$ cat config.mk
export PLATFORM = sky130hd
export DESIGN_NAME = lhf_link_failsafe
export DESIGN_NICKNAME = d
export VERILOG_FILES = /design/src/shared/lhf_pkg.sv /design/src/shared/lhf_timer_if.sv /design/src/verilog/lhf_prescale.sv /design/src/verilog/lhf_hold_timer.sv /design/src/verilog/lhf_link_failsafe.sv
export SDC_FILE = /design/constraint.sdc
export NUM_CORES = 1
export LEC_CHECK = 0
export BUFFER_PORTS_ARGS = -buffer_cell sky130_fd_sc_hd__clkbuf_2
export CORE_AREA = 5 5 167 169
export CTS_CLUSTER_DIAMETER = 50
export CTS_CLUSTER_SIZE = 12
export DETAILED_ROUTE_END_ITERATION = 7
export DIE_AREA = 0 0 172 174
export GPL_TIMING_DRIVEN = 0
export REMOVE_ABC_BUFFERS = 1
export SYNTH_ARGS = -nofsm -noshare
export SYNTH_HDL_FRONTEND = slang
export SYNTH_SLANG_ARGS = --single-unit
$ cat constraint.sdc
create_clock -name ref_clk -period 8.5 [get_ports ref_clk]
set_input_delay 0.425 -clock ref_clk [delete_from_list [all_inputs] [get_ports ref_clk]]
set_output_delay 0.425 -clock ref_clk [all_outputs]
set_load 0.01 [all_outputs]
$ cat src/shared/lhf_pkg.sv
package lhf_pkg;
  // widths and counts
  localparam int NUM_RELAY = 2;
  localparam int NUM_LED = 6;
  localparam int CNT_W = 8;
  localparam int MS_W = 16;
  localparam int LVL_W = 3;
  // clock and millisecond tick
  localparam int CLK_PERIOD_NS = 10;
  localparam int MS_NS = 1000000;
  localparam int MS_CYCLES = MS_NS / CLK_PERIOD_NS;
  // factory configuration after reset
  localparam logic FAILSAFE_EN_RST = 1'h0;
  localparam logic LED_EN_RST = 1'h1;
  localparam int LED_PERSIST_S = 1;
  localparam logic [MS_W-1:0] LED_PERSIST_MS_RST = MS_W'(LED_PERSIST_S * 1000);
  localparam logic [MS_W-1:0] HB_MS_RST = 16'h2710;
  localparam logic [CNT_W-1:0] MISS_LIMIT_RST = 8'h03;
  localparam logic [CNT_W-1:0] TIMEOUT_MULT_RST = 8'h01;
  localparam logic [NUM_RELAY-1:0] DEFAULT_STATE_RST = 2'h0;
  localparam logic [NUM_RELAY-1:0] ALERT_EN_RST = 2'h0;
  // test button hold to accept a configuration connection
  localparam int BTN_HOLD_S = 5;
  localparam logic [MS_W-1:0] BTN_HOLD_MS = MS_W'(BTN_HOLD_S * 1000);
  // heartbeat supervision states
  typedef enum logic [1:0] {HB_IDLE, HB_CHECK, HB_RETRY} lhf_hb_state_t;
  // configuration connection states
  typedef enum logic [1:0] {CFG_IDLE, CFG_WAIT, CFG_CONN} lhf_cfg_state_t;
endpackage : lhf_pkg

$ cat src/shared/lhf_timer_if.sv
`timescale 1ns/1ps
interface lhf_timer_if;
  logic                      tick;     // millisecond tick
  logic                      start;    // restart count from zero
  logic                      clear;    // abandon count
  logic [lhf_pkg::MS_W-1:0]  target;   // length in ms
  logic                      busy;     // counting
  logic                      expired;  // one-cycle pulse at end
  modport owner (output tick, start, clear, target, input busy, expired);
  modport timer (input tick, start, clear, target, output busy, expired);
endinterface : lhf_timer_if

$ cat src/verilog/lhf_prescale.sv
`timescale 1ns/1ps
module lhf_prescale #(
  parameter int TICK_CYCLES = lhf_pkg::MS_CYCLES
) (
  // clock and reset
  input  wire logic ref_clk,
  input  wire logic reset_n,
  // one-cycle pulse every TICK_CYCLES clocks
  output logic      tick
);
  logic [31:0] div_q;  // cycle divider

  // free-running divider, tick registered
  always_ff @(posedge ref_clk or negedge reset_n)
  begin
    if (!reset_n)
    begin
      div_q <= 32'h0;
      tick  <= 1'h0;
    end
    else if (div_q >= 32'(TICK_CYCLES - 1))
    begin
      div_q <= 32'h0;
      tick  <= 1'h1;
    end
    else
    begin
      div_q <= div_q + 32'h1;
      tick  <= 1'h0;
    end
  end
endmodule : lhf_prescale

$ cat src/verilog/lhf_hold_timer.sv
`timescale 1ns/1ps
module lhf_hold_timer (
  // clock and reset
  input  wire logic  ref_clk,
  input  wire logic  reset_n,
  // control and result
  lhf_timer_if.timer tIf
);
  logic [lhf_pkg::MS_W-1:0] count_q;  // ticks seen so far

  // start wins over clear so a restart is never lost
  always_ff @(posedge ref_clk or negedge reset_n)
  begin
    if (!reset_n)
    begin
      count_q     <= '0;
      tIf.busy    <= 1'h0;
      tIf.expired <= 1'h0;
    end
    else
    begin
      tIf.expired <= 1'h0;
      if (tIf.start)
      begin
        count_q  <= '0;
        tIf.busy <= 1'h1;
      end
      else if (tIf.clear)
        tIf.busy <= 1'h0;
      else if (tIf.busy && tIf.tick)
      begin
        // a zero target ends at the first tick
        if ({1'b0, count_q} + 17'h1 >= {1'b0, tIf.target})
        begin
          tIf.busy    <= 1'h0;
          tIf.expired <= 1'h1;
        end
        else
          count_q <= count_q + 16'h1;
      end
    end
  end
endmodule : lhf_hold_timer

$ cat src/verilog/lhf_link_failsafe.sv
`timescale 1ns/1ps
module lhf_link_failsafe #(
  parameter int TICK_CYCLES = lhf_pkg::MS_CYCLES  // clocks per ms tick
) (
  // clock and reset
  input  wire logic                                      ref_clk,
  input  wire logic                                      reset_n,
  // radio link events
  input  wire logic                                      exchangeOk,
  input  wire logic                                      remoteValid,
  input  wire logic [lhf_pkg::NUM_RELAY-1:0]             remoteRelayInN,
  input  wire logic                                      checkDone,
  output logic                                           statusCheckReq,
  // configuration connection
  input  wire logic                                      cfgConnReq,
  input  wire logic                                      cfgDisconnect,
  input  wire logic                                      testButtonN,
  output logic                                           cfgConnected,
  // configuration values, taken on cfgLoad while connected
  input  wire logic                                      cfgLoad,
  input  wire logic [lhf_pkg::MS_W-1:0]                  cfgHbMs,
  input  wire logic [lhf_pkg::CNT_W-1:0]                 cfgMissLimit,
  input  wire logic                                      cfgFsEn,
  input  wire logic [lhf_pkg::NUM_RELAY-1:0]             cfgDefault,
  input  wire logic [lhf_pkg::NUM_RELAY-1:0]             cfgAlertEn,
  input  wire logic [lhf_pkg::NUM_RELAY-1:0][lhf_pkg::CNT_W-1:0] cfgTimeoutMult,
  input  wire logic                                      cfgLedEn,
  input  wire logic [lhf_pkg::MS_W-1:0]                  cfgLedMs,
  // signal strength
  input  wire logic                                      rssiValid,
  input  wire logic [lhf_pkg::LVL_W-1:0]                 rssiLevel,
  output logic [lhf_pkg::NUM_LED-1:0]                    ledOn,
  // outputs and status
  output logic [lhf_pkg::NUM_RELAY-1:0]                  relayOut,
  output logic                                           retrying,
  output logic                                           commLost,
  output logic [lhf_pkg::CNT_W-1:0]                      missCount,
  output logic                                           mismatch
);
  // stored configuration
  logic [lhf_pkg::MS_W-1:0]                  hbMs_q;
  logic [lhf_pkg::CNT_W-1:0]                 missLimit_q;
  logic                                      fsEn_q;
  logic [lhf_pkg::NUM_RELAY-1:0]             default_q;
  logic [lhf_pkg::NUM_RELAY-1:0]             alertEn_q;
  logic [lhf_pkg::NUM_RELAY-1:0][lhf_pkg::CNT_W-1:0] mult_q;
  logic                                      ledEn_q;
  logic [lhf_pkg::MS_W-1:0]                  ledMs_q;
  // supervision state
  lhf_pkg::lhf_hb_state_t                    hbState_q;
  lhf_pkg::lhf_cfg_state_t                   cfgState_q;
  logic [lhf_pkg::MS_W-1:0]                  hbCnt_q;    // ms in current interval
  logic [lhf_pkg::NUM_RELAY-1:0]             fsHit;      // relay at its timeout
  logic                                      msTick;
  logic                                      success;    // any good exchange
  logic                                      hbElapse;   // interval ran out
  logic                                      lost;

  lhf_timer_if ledIf ();
  lhf_timer_if btnIf ();

  // thermometer code: level n lights the bottom n LEDs, level 7 lights all six
  function automatic logic [lhf_pkg::NUM_LED-1:0] thermo(input logic [lhf_pkg::LVL_W-1:0] lvl);
    logic [lhf_pkg::NUM_LED-1:0] pat;
    pat = '0;
    for (int k = 0; k < lhf_pkg::NUM_LED; k++)
      pat[k] = (32'(lvl) > k);
    return pat;
  endfunction : thermo

  lhf_prescale #(.TICK_CYCLES(TICK_CYCLES)) uTick (
    .ref_clk (ref_clk),
    .reset_n (reset_n),
    .tick    (msTick)
  );
  lhf_hold_timer uLedTmr (.ref_clk(ref_clk), .reset_n(reset_n), .tIf(ledIf.timer));
  lhf_hold_timer uBtnTmr (.ref_clk(ref_clk), .reset_n(reset_n), .tIf(btnIf.timer));

  // a completed status check counts as an exchange too
  assign success  = exchangeOk | checkDone;
  assign hbElapse = msTick && ({1'b0, hbCnt_q} + 17'h1 >= {1'b0, hbMs_q});
  assign lost     = (missCount >= missLimit_q);

  // configuration store, factory values at reset
  always_ff @(posedge ref_clk or negedge reset_n)
  begin
    if (!reset_n)
    begin
      hbMs_q      <= lhf_pkg::HB_MS_RST;
      missLimit_q <= lhf_pkg::MISS_LIMIT_RST;
      fsEn_q      <= lhf_pkg::FAILSAFE_EN_RST;
      default_q   <= lhf_pkg::DEFAULT_STATE_RST;
      alertEn_q   <= lhf_pkg::ALERT_EN_RST;
      mult_q      <= {lhf_pkg::NUM_RELAY{lhf_pkg::TIMEOUT_MULT_RST}};
      ledEn_q     <= lhf_pkg::LED_EN_RST;
      ledMs_q     <= lhf_pkg::LED_PERSIST_MS_RST;
    end
    else if (cfgLoad && cfgState_q == lhf_pkg::CFG_CONN)
    begin
      // only a confirmed connection may change settings
      hbMs_q      <= cfgHbMs;
      missLimit_q <= cfgMissLimit;
      fsEn_q      <= cfgFsEn;
      default_q   <= cfgDefault;
      alertEn_q   <= cfgAlertEn;
      mult_q      <= cfgTimeoutMult;
      ledEn_q     <= cfgLedEn;
      ledMs_q     <= cfgLedMs;
    end
  end

  // heartbeat interval timer in ms
  always_ff @(posedge ref_clk or negedge reset_n)
  begin
    if (!reset_n)
      hbCnt_q <= '0;
    else if (success || hbElapse)
      hbCnt_q <= '0;
    else if (msTick)
      hbCnt_q <= hbCnt_q + 16'h1;
  end

  // supervision machine: check, then retry each interval
  always_ff @(posedge ref_clk or negedge reset_n)
  begin
    if (!reset_n)
    begin
      hbState_q      <= lhf_pkg::HB_IDLE;
      statusCheckReq <= 1'h0;
      missCount      <= '0;
    end
    else
    begin
      statusCheckReq <= 1'h0;
      if (success)
      begin
        // success beats a same-cycle elapse
        hbState_q <= lhf_pkg::HB_IDLE;
        missCount <= '0;
      end
      else if (hbElapse)
      begin
        statusCheckReq <= 1'h1;
        case (hbState_q)
          lhf_pkg::HB_IDLE: hbState_q <= lhf_pkg::HB_CHECK;
          default:
          begin
            hbState_q <= lhf_pkg::HB_RETRY;
            if (missCount != 8'hFF)
              missCount <= missCount + 8'h01;
          end
        endcase
      end
    end
  end

  // status flags straight from flops
  always_ff @(posedge ref_clk or negedge reset_n)
  begin
    if (!reset_n)
    begin
      retrying <= 1'h0;
      commLost <= 1'h0;
    end
    else
    begin
      retrying <= (hbState_q == lhf_pkg::HB_RETRY) && !success;
      commLost <= lost && !success;
    end
  end

  // per-relay timeout compare and output update
  genvar gi;
  generate
    for (gi = 0; gi < lhf_pkg::NUM_RELAY; gi++)
    begin : gRelay
      // zero multiple means never; alert relays trip at the miss limit
      assign fsHit[gi] = fsEn_q && (alertEn_q[gi] ? lost
                         : (mult_q[gi] != 8'h00 && missCount >= mult_q[gi]));

      always_ff @(posedge ref_clk or negedge reset_n)
      begin
        if (!reset_n)
          relayOut[gi] <= 1'h0;
        else if (remoteValid)
          relayOut[gi] <= ~remoteRelayInN[gi];
        else if (fsHit[gi])
          relayOut[gi] <= default_q[gi];
        // otherwise hold through any outage
      end
    end
  endgenerate

  // output versus paired input disagreement, one-cycle pulse
  always_ff @(posedge ref_clk or negedge reset_n)
  begin
    if (!reset_n)
      mismatch <= 1'h0;
    else
      mismatch <= remoteValid && (relayOut != ~remoteRelayInN);
  end

  // signal-strength display with persistence
  assign ledIf.tick   = msTick;
  assign ledIf.target = ledMs_q;
  assign ledIf.start  = rssiValid && ledEn_q;
  assign ledIf.clear  = !ledEn_q;
  always_ff @(posedge ref_clk or negedge reset_n)
  begin
    if (!reset_n)
      ledOn <= '0;
    else if (ledIf.start)
      ledOn <= thermo(rssiLevel);
    else if (ledIf.expired || !ledEn_q)
      ledOn <= '0;
  end

  // configuration connection: hold button to confirm
  assign btnIf.tick   = msTick;
  assign btnIf.target = lhf_pkg::BTN_HOLD_MS;
  assign btnIf.start  = (cfgState_q == lhf_pkg::CFG_WAIT) && !testButtonN
                        && !btnIf.busy && !btnIf.expired;
  assign btnIf.clear  = testButtonN;
  always_ff @(posedge ref_clk or negedge reset_n)
  begin
    if (!reset_n)
      cfgState_q <= lhf_pkg::CFG_IDLE;
    else if (cfgDisconnect)
      cfgState_q <= lhf_pkg::CFG_IDLE;
    else
    begin
      case (cfgState_q)
        lhf_pkg::CFG_IDLE: if (cfgConnReq) cfgState_q <= lhf_pkg::CFG_WAIT;
        lhf_pkg::CFG_WAIT: if (btnIf.expired) cfgState_q <= lhf_pkg::CFG_CONN;
        default: cfgState_q <= cfgState_q;
      endcase
    end
  end

  // connected flag from its own flop
  always_ff @(posedge ref_clk or negedge reset_n)
  begin
    if (!reset_n)
      cfgConnected <= 1'h0;
    else
      cfgConnected <= (cfgState_q == lhf_pkg::CFG_CONN) && !cfgDisconnect;
  end

  // checks
  property p_hbRestart;
    @(posedge ref_clk) disable iff (!reset_n) success |=> hbCnt_q == 16'h0;
  endproperty
  a_hbRestart: assert property (p_hbRestart) else $error("timer not restarted");

  property p_checkStart;
    @(posedge ref_clk) disable iff (!reset_n) (hbElapse && !success) |=> statusCheckReq;
  endproperty
  a_checkStart: assert property (p_checkStart) else $error("no status check");

  property p_mismatch;
    @(posedge ref_clk) disable iff (!reset_n)
      (remoteValid && relayOut[0] == remoteRelayInN[0]) |=> mismatch;
  endproperty
  a_mismatch: assert property (p_mismatch) else $error("mismatch missed");

  property p_hold;
    @(posedge ref_clk) disable iff (!reset_n)
      (!remoteValid && !fsHit[0]) |=> $stable(relayOut[0]);
  endproperty
  a_hold: assert property (p_hold) else $error("relay moved");

  property p_failsafe;
    @(posedge ref_clk) disable iff (!reset_n)
      (!remoteValid && fsHit[1]) |=> relayOut[1] == $past(default_q[1]);
  endproperty
  a_failsafe: assert property (p_failsafe) else $error("default not driven");

  property p_factory;
    @(posedge ref_clk) disable iff (!reset_n) (!fsEn_q && !remoteValid) |=> $stable(relayOut);
  endproperty
  a_factory: assert property (p_factory) else $error("relay moved while disabled");

  property p_follow;
    @(posedge ref_clk) disable iff (!reset_n)
      remoteValid |=> relayOut == ~$past(remoteRelayInN);
  endproperty
  a_follow: assert property (p_follow) else $error("relay not following");

  property p_missClear;
    @(posedge ref_clk) disable iff (!reset_n) success |=> missCount == 8'h00 && !commLost;
  endproperty
  a_missClear: assert property (p_missClear) else $error("miss count kept");

  property p_led;
    @(posedge ref_clk) disable iff (!reset_n)
      (rssiValid && ledEn_q && rssiLevel != 3'h0) |=> ledOn[0];
  endproperty
  a_led: assert property (p_led) else $error("led not lit");

  property p_btn;
    @(posedge ref_clk) disable iff (!reset_n)
      $rose(cfgState_q == lhf_pkg::CFG_CONN) |-> !$past(testButtonN, 2);
  endproperty
  a_btn: assert property (p_btn) else $error("connect without hold");

  c_retry: cover property (@(posedge ref_clk) disable iff (!reset_n) retrying);
  c_fsTrip: cover property (@(posedge ref_clk) disable iff (!reset_n) fsHit[0] ##1 remoteValid);
  c_conn: cover property (@(posedge ref_clk) disable iff (!reset_n) $rose(cfgConnected));
  c_ledOff: cover property (@(posedge ref_clk) disable iff (!reset_n) $fell(ledOn[0]));
endmodule : lhf_link_failsafe

======== Yosys cells after proc, flatten, opt, wreduce, memory -nomap -nowiden ========
Cells that the tools add are included.
storage, ports and cells
  register bits ........................... 172
  output and inout port bits .............. 21
  word-level logic and storage cells ...... 162
operators by class
  add/sub/neg operators ................... 8
  $lt $le $gt $ge ......................... 13
  equal/unequal tests ..................... 13
  mux-type cells .......................... 49
  bitwise gates (word level) .............. 4
  reductions and logical operators ........ 46
operators with widths
  cell                                                           count
  2-to-1 mux 16 bit                                              10
  adder 16 x 1 -> 17 bit, second input constant                  3
  adder 16 x 1 -> 16 bit, second input constant                  3
  >= comparator 17 x 16 -> 1 bit                                 2
  adder 32 x 1 -> 32 bit, second input constant                  1
  >= comparator 32 x 17 -> 1 bit, second input constant          1
  2-to-1 mux 32 bit                                              1
  2-to-1 mux 8 bit                                               4
  2-to-1 mux 1 bit                                               25
  >= comparator 8 bit                                            3
  nonzero test 2 bit                                             9
  >= comparator 17 x 13 -> 1 bit, second input constant          1
  logical AND 1 bit                                              16
  nonzero test 8 bit                                             2
  2-to-1 mux 2 bit                                               6
  2-to-1 mux 6 bit                                               2
  AND reduction 3 bit                                            4
  nonzero test 3 bit                                             3
  adder 8 x 1 -> 8 bit, second input constant                    1
  != test 8 bit, second input constant                           1
  greater-than comparator 3 x 1 -> 1 bit, second input constant  2
  greater-than comparator 3 x 2 -> 1 bit, second input constant  2
  greater-than comparator 3 bit, second input constant           2
  zero test 1 bit                                                6
  15 further kinds                                               23

======== Depth between registers and ports, before layout ========
  depth in word-level cells ............... 6
  depth in mapped cells ................... 15
  gate-level depth less buffers ........... 14

======== By module ========
From an unflattened synthesis, not the netlist that was laid out.
unflattened totals
  cell total of the unflattened synthesis .. 1015
  area, all modules ....................... 10119.7 um2
by module, submodules not included
  module                    times used  cells each  area an instance (um2)
  lhf_link_failsafe         1           520         5610.4
  lhf_hold_timer (uLedTmr)  1           190         1620.3
  lhf_hold_timer (uBtnTmr)  1           191         1576.5
  lhf_prescale              1           114         1312.5

======== Worst setup path before layout ========
No wires, ideal clock.
  path type ............................... register to register
  start point ............................. reg hbCnt_q[2] in the netlist's numbering
  end point ............................... reg hbCnt_q[7] in the netlist's numbering
  library setup time ...................... 0.082 ns
  arrival time ............................ 3.524 ns
  path slack .............................. 4.893 ns
  stages on the path, launching flop included .. 15
  cell sequence ........................... dfrtp_1 nand3_1 nor3_1 nand2_1 nor2_1 nand3_1 xnor2_1 ha_1 a21oi_1 o21a_1 o21ai_0 a211oi_1 clkbuf_1 a21oi_1 a31oi_1
between the ends
  word-level cells in the longest chain between the ends .. 5
  elaborated cells on any way between the ends .. 8
  classes of those cells .................. 2 x add/sub; 1 x order compare; 2 x mux; 3 x reduce/logical
ends and longest elaborated chain
  item                                                            line                      RTL
  from (decl)                                                     lhf_link_failsafe.sv:52   logic [lhf_pkg::MS_W-1:0] hbCnt_q;
  from (signal assigned)                                          lhf_link_failsafe.sv:120  hbCnt_q <= hbCnt_q + 16'h1;
  adder 16 x 1 -> 17 bit                                          lhf_link_failsafe.sv:81   assign hbElapse = msTick && ({1'b0, hbCnt_q} + 17'h1 >= {1'b0, hbMs_q});
  >= comparator 17 x 16 -> 1 bit                                  lhf_link_failsafe.sv:81
  logical AND 1 bit                                               lhf_link_failsafe.sv:81
  logical OR 1 bit                                                lhf_link_failsafe.sv:117  else if (success || hbElapse)
  2-to-1 mux 16 bit / nonzero test 2 bit (equally long branches)  -
Parallel ways exist; a longest one is shown, timed or not. The select of a mux whose other input is x is not followed.
A chain may end at the register's enable or synchronous reset.

======== Worst setup path after layout ========
  start point ............................. reg uLedTmr.count_q[0] in the netlist's numbering
  end point ............................... reg uLedTmr.count_q[2] in the netlist's numbering
between the ends
  word-level cells in the longest chain between the ends .. 5
  elaborated cells on any way between the ends .. 9
  classes of those cells .................. 2 x add/sub; 1 x order compare; 1 x eq/ne; 4 x mux; 1 x reduce/logical
ends and longest elaborated chain
  item                                                            line                  RTL
  from (decl)                                                     lhf_hold_timer.sv:9   logic [lhf_pkg::MS_W-1:0] count_q;
  from (signal assigned)                                          lhf_hold_timer.sv:39  count_q <= count_q + 16'h1;
  branches (longest 5 deep; another with adder 16 x 1 -> 17 bit)  -
Several ways; the timed one is not identified. The select of a mux whose other input is x is not followed.

==> impl_metrics.ini <==
[status]
outcome = complete, no violations

[synth]
yosys_warnings = 0
syn_inst = 899
synth_edf_count = 0
synth_ff_type = dfrtp_1
ys_types = 64
syn-mean-instance-area_um2 = 10.3
synth_seq_area_share_pct = 46.6
async_flop_share_pct = 100
synth-seq-cells = 172
synthesis.area_um2 = 9270

[timing]
max_freq_ghz = 0.231
finalSetupViolations = 0
relSlewSlack_pct = 23.2
tns_ns = 0
tightest_slew_ns = 1.14
slew_viol_final = 0
min_period_over_period_pct = 50.8
grt_setup_unrepaired = no
final-hold-violation-count = 0
fin_skew_ns = 0.0132
fin_ws_ns = 4.18
period_needed_ns = 4.32

[floorplan]
start_util_pct = 35.1
core_um2 = 26400
fp-row-count = 60
ioPinCount = 98
die-area_um2 = 29900
die_h_um = 174
die_w_um = 172

[worst_setup_path]
cp.required_ns = 8.83
timing.rr.start = uLedTmr.count_q[0]
worst-setup-path-type = flip-flop to flip-flop
startpoint = uLedTmr.count_q[0]
cp-endpoint = uLedTmr.count_q[2]
reg2reg_to = uLedTmr.count_q[2]
start_kind = flip-flop
r2r_setup_slack_ns = 4.18
cp.arrival_ns = 4.65
cp_max_fo = 19
reg2regPathDepth = 12
crit_path_end_kind = flip-flop

[layout]
finish.utilization_pct = 40.9
fin_cells = 1361
synthToLayoutAreaGrowth_pct = 16.6
layout_commonest_cell = dfrtp_1
n_antenna_cell = 0
final_cell_mix = dfrtp_1 (156), clkbuf_2 (96), inv_1 (80)
nNetsFinal = 1145
n_fill_cell = 2652
drive_above_1_share_pct = 22.7
postLayoutCellArea_um2 = 10800

[power]
clkPwrFrac_pct = 41.9
ir_drop_uv = 110
switching_share_pct = 26.9
p_leak_nw = 5.07
internal_power_mw = 1.33
p_seq_share_pct = 49.0
power_frac_comb_pct = 9.1
powerDensity_nw_per_um2 = 168
switchingPower_mw = 0.489

[detailed_routing]
wl_per_cell_um = 14.5
route.detailed.drc = 0
ant_nets = 0
dr.pass1.iters = 4
vias_per_cell = 4.92
drt_wl_total_um = 19800
drt_iter0_markers = 373
vias = 6698

[run]
maxCapViolations = 0

[global_routing]
gr-total-overflow = 0
grt.met3_usage_pct = 3.12
grt_pass1_wl_um = 33300
grt_pass1_vias = 6599
grt_max_degree = 104
grt_antenna_before_repair = 1
grtUsageMet2_pct = 21.6
grt_usage_pct = 13.7
top_usage_layer = met2
grt_use_met1_pct = 19.0

[clock_tree]
cts_buffer_depth = 2
numClockSinks = 172
path_clk_slew_ns = 0.07
cts_setup_buffers = 0
root_buffer = clkbuf_16
clk_latency_ns = 0.43
numCtsBuffers = 17
htreeDepth = 4
postCtsHoldBufs = 0
postCtsResizedCells = 0
cts_tree = done

[place]
io_buffers = 97
place_inst = 1329
dp_slack_ns = 4.16
gp_congestion = 0.820
placed_area_um2 = 10200
dpl.hpwl_um = 14500

[hold_path]
hold_class = input port to asynchronous set/reset pin
-- cells in the mapped netlist (20+ instances only) --
cell	number	share of area [%]
a21oi_1	31	1.7
o21ai_0	47	2.5
inv_1	80	3.2
nand3_1	42	2.3
clkbuf_1	21	0.85
dfrtp_1	156	42
nand2b_1	22	1.5
xnor2_1	26	2.5
a21o_1	20	1.6
mux2_2	63	7.6
ha_1	61	8.2
nor2_1	43	1.7
nand2_1	58	2.3
-- power by group through the flow --
stage,clock network (mW),logic (mW),registers (mW)
after detailed placement,0,0.169,0.906
after global routing,0.826,0.193,0.897
after CTS,0.790,0.170,0.891
after floorplan,0,0.0977,0.900
after global placement,0,0.162,0.905
final,0.761,0.166,0.890
-- worst max-delay path: stages (launching register included) --
cell and delay [ns]:
dfrtp_1 0.44, ha_1 0.24, nand3_1 0.20, nor4_1 0.58
nand2_1 0.14, xnor2_1 0.17, ha_1 0.31, nand4_1 0.14
or3_1 0.39, o221a_2 0.31, o21ai_1 0.88, o21ai_0 0.18
a21o_1 0.22
-- kinds of logic after synthesis --
family                     Yosys count  synth area share, %
adders and majority gates           61                 8.23
AOI/OAI and AO/OA                  170                 12.3
DFF                                172                 46.6
and+or+nand+nor                    271                 15.3
other                                1               0.0404
muxes                               73                 8.73
xor gates and xnor gates            43                 4.06
buffers and inverters              108                 4.71
-- through the flow --
step / hold slack, ns / total power [mW]
floorplan: 0.129 / 0.997
global placement: 0.466 / 1.07
detailed placement: 0.472 / 1.08
CTS: 0.0167 / 1.85
global route: 0.0444 / 1.92
finish: 0.00580 / 1.82
-- layer usage --
metal  share of wire, %  up-vias
li1                   -     3398
met1                 48     3201
met2                 47       81
met3                3.7       16
met4                1.1        2
met5              0.066        -
-- flip-flops by register name, summed over array words and instances, names as in the netlist, 6 cells and up --
signal / flops
hbCnt_q: 16
hbMs_q: 16
ledIf.target: 16
ledOn: 6
missCount: 8
missLimit_q: 8
mult_q: 16
uBtnTmr.count_q: 16
uLedTmr.count_q: 16
uTick.div_q: 32
-- layout make-up --
| cell class | count | area (um^2) | area share, % |
|---|---|---|---|
| Clock buffer | 17 | 425 | 3.94 |
| Clock inverter | 15 | 145 | 1.34 |
| Inverter | 80 | 300 | 2.78 |
| Multi-Input combinational cell | 633 | 4570 | 42.3 |
| Sequential cell | 172 | 4320 | 40.0 |
| Tap cell | 341 | 427 | 3.95 |
| Timing Repair Buffer | 103 | 618 | 5.72 |
-- how the worst min path moves through the flow --
stage,start,end,slack (ns),cells after the start
2_1_floorplan,reset_n,alertEn_q[0],0.13,0
3_3_place_gp,ledOn[3],ledOn[3],0.47,2
3_5_place_dp,ledOn[3],ledOn[3],0.47,2
4_1_cts,reset_n,uBtnTmr.count_q[3],0.02,1
5_1_grt,reset_n,mult_q[13],0.04,1
6_report,reset_n,uBtnTmr.count_q[3],0.006,1
Note: power is estimated with default switching activity, not from simulation.
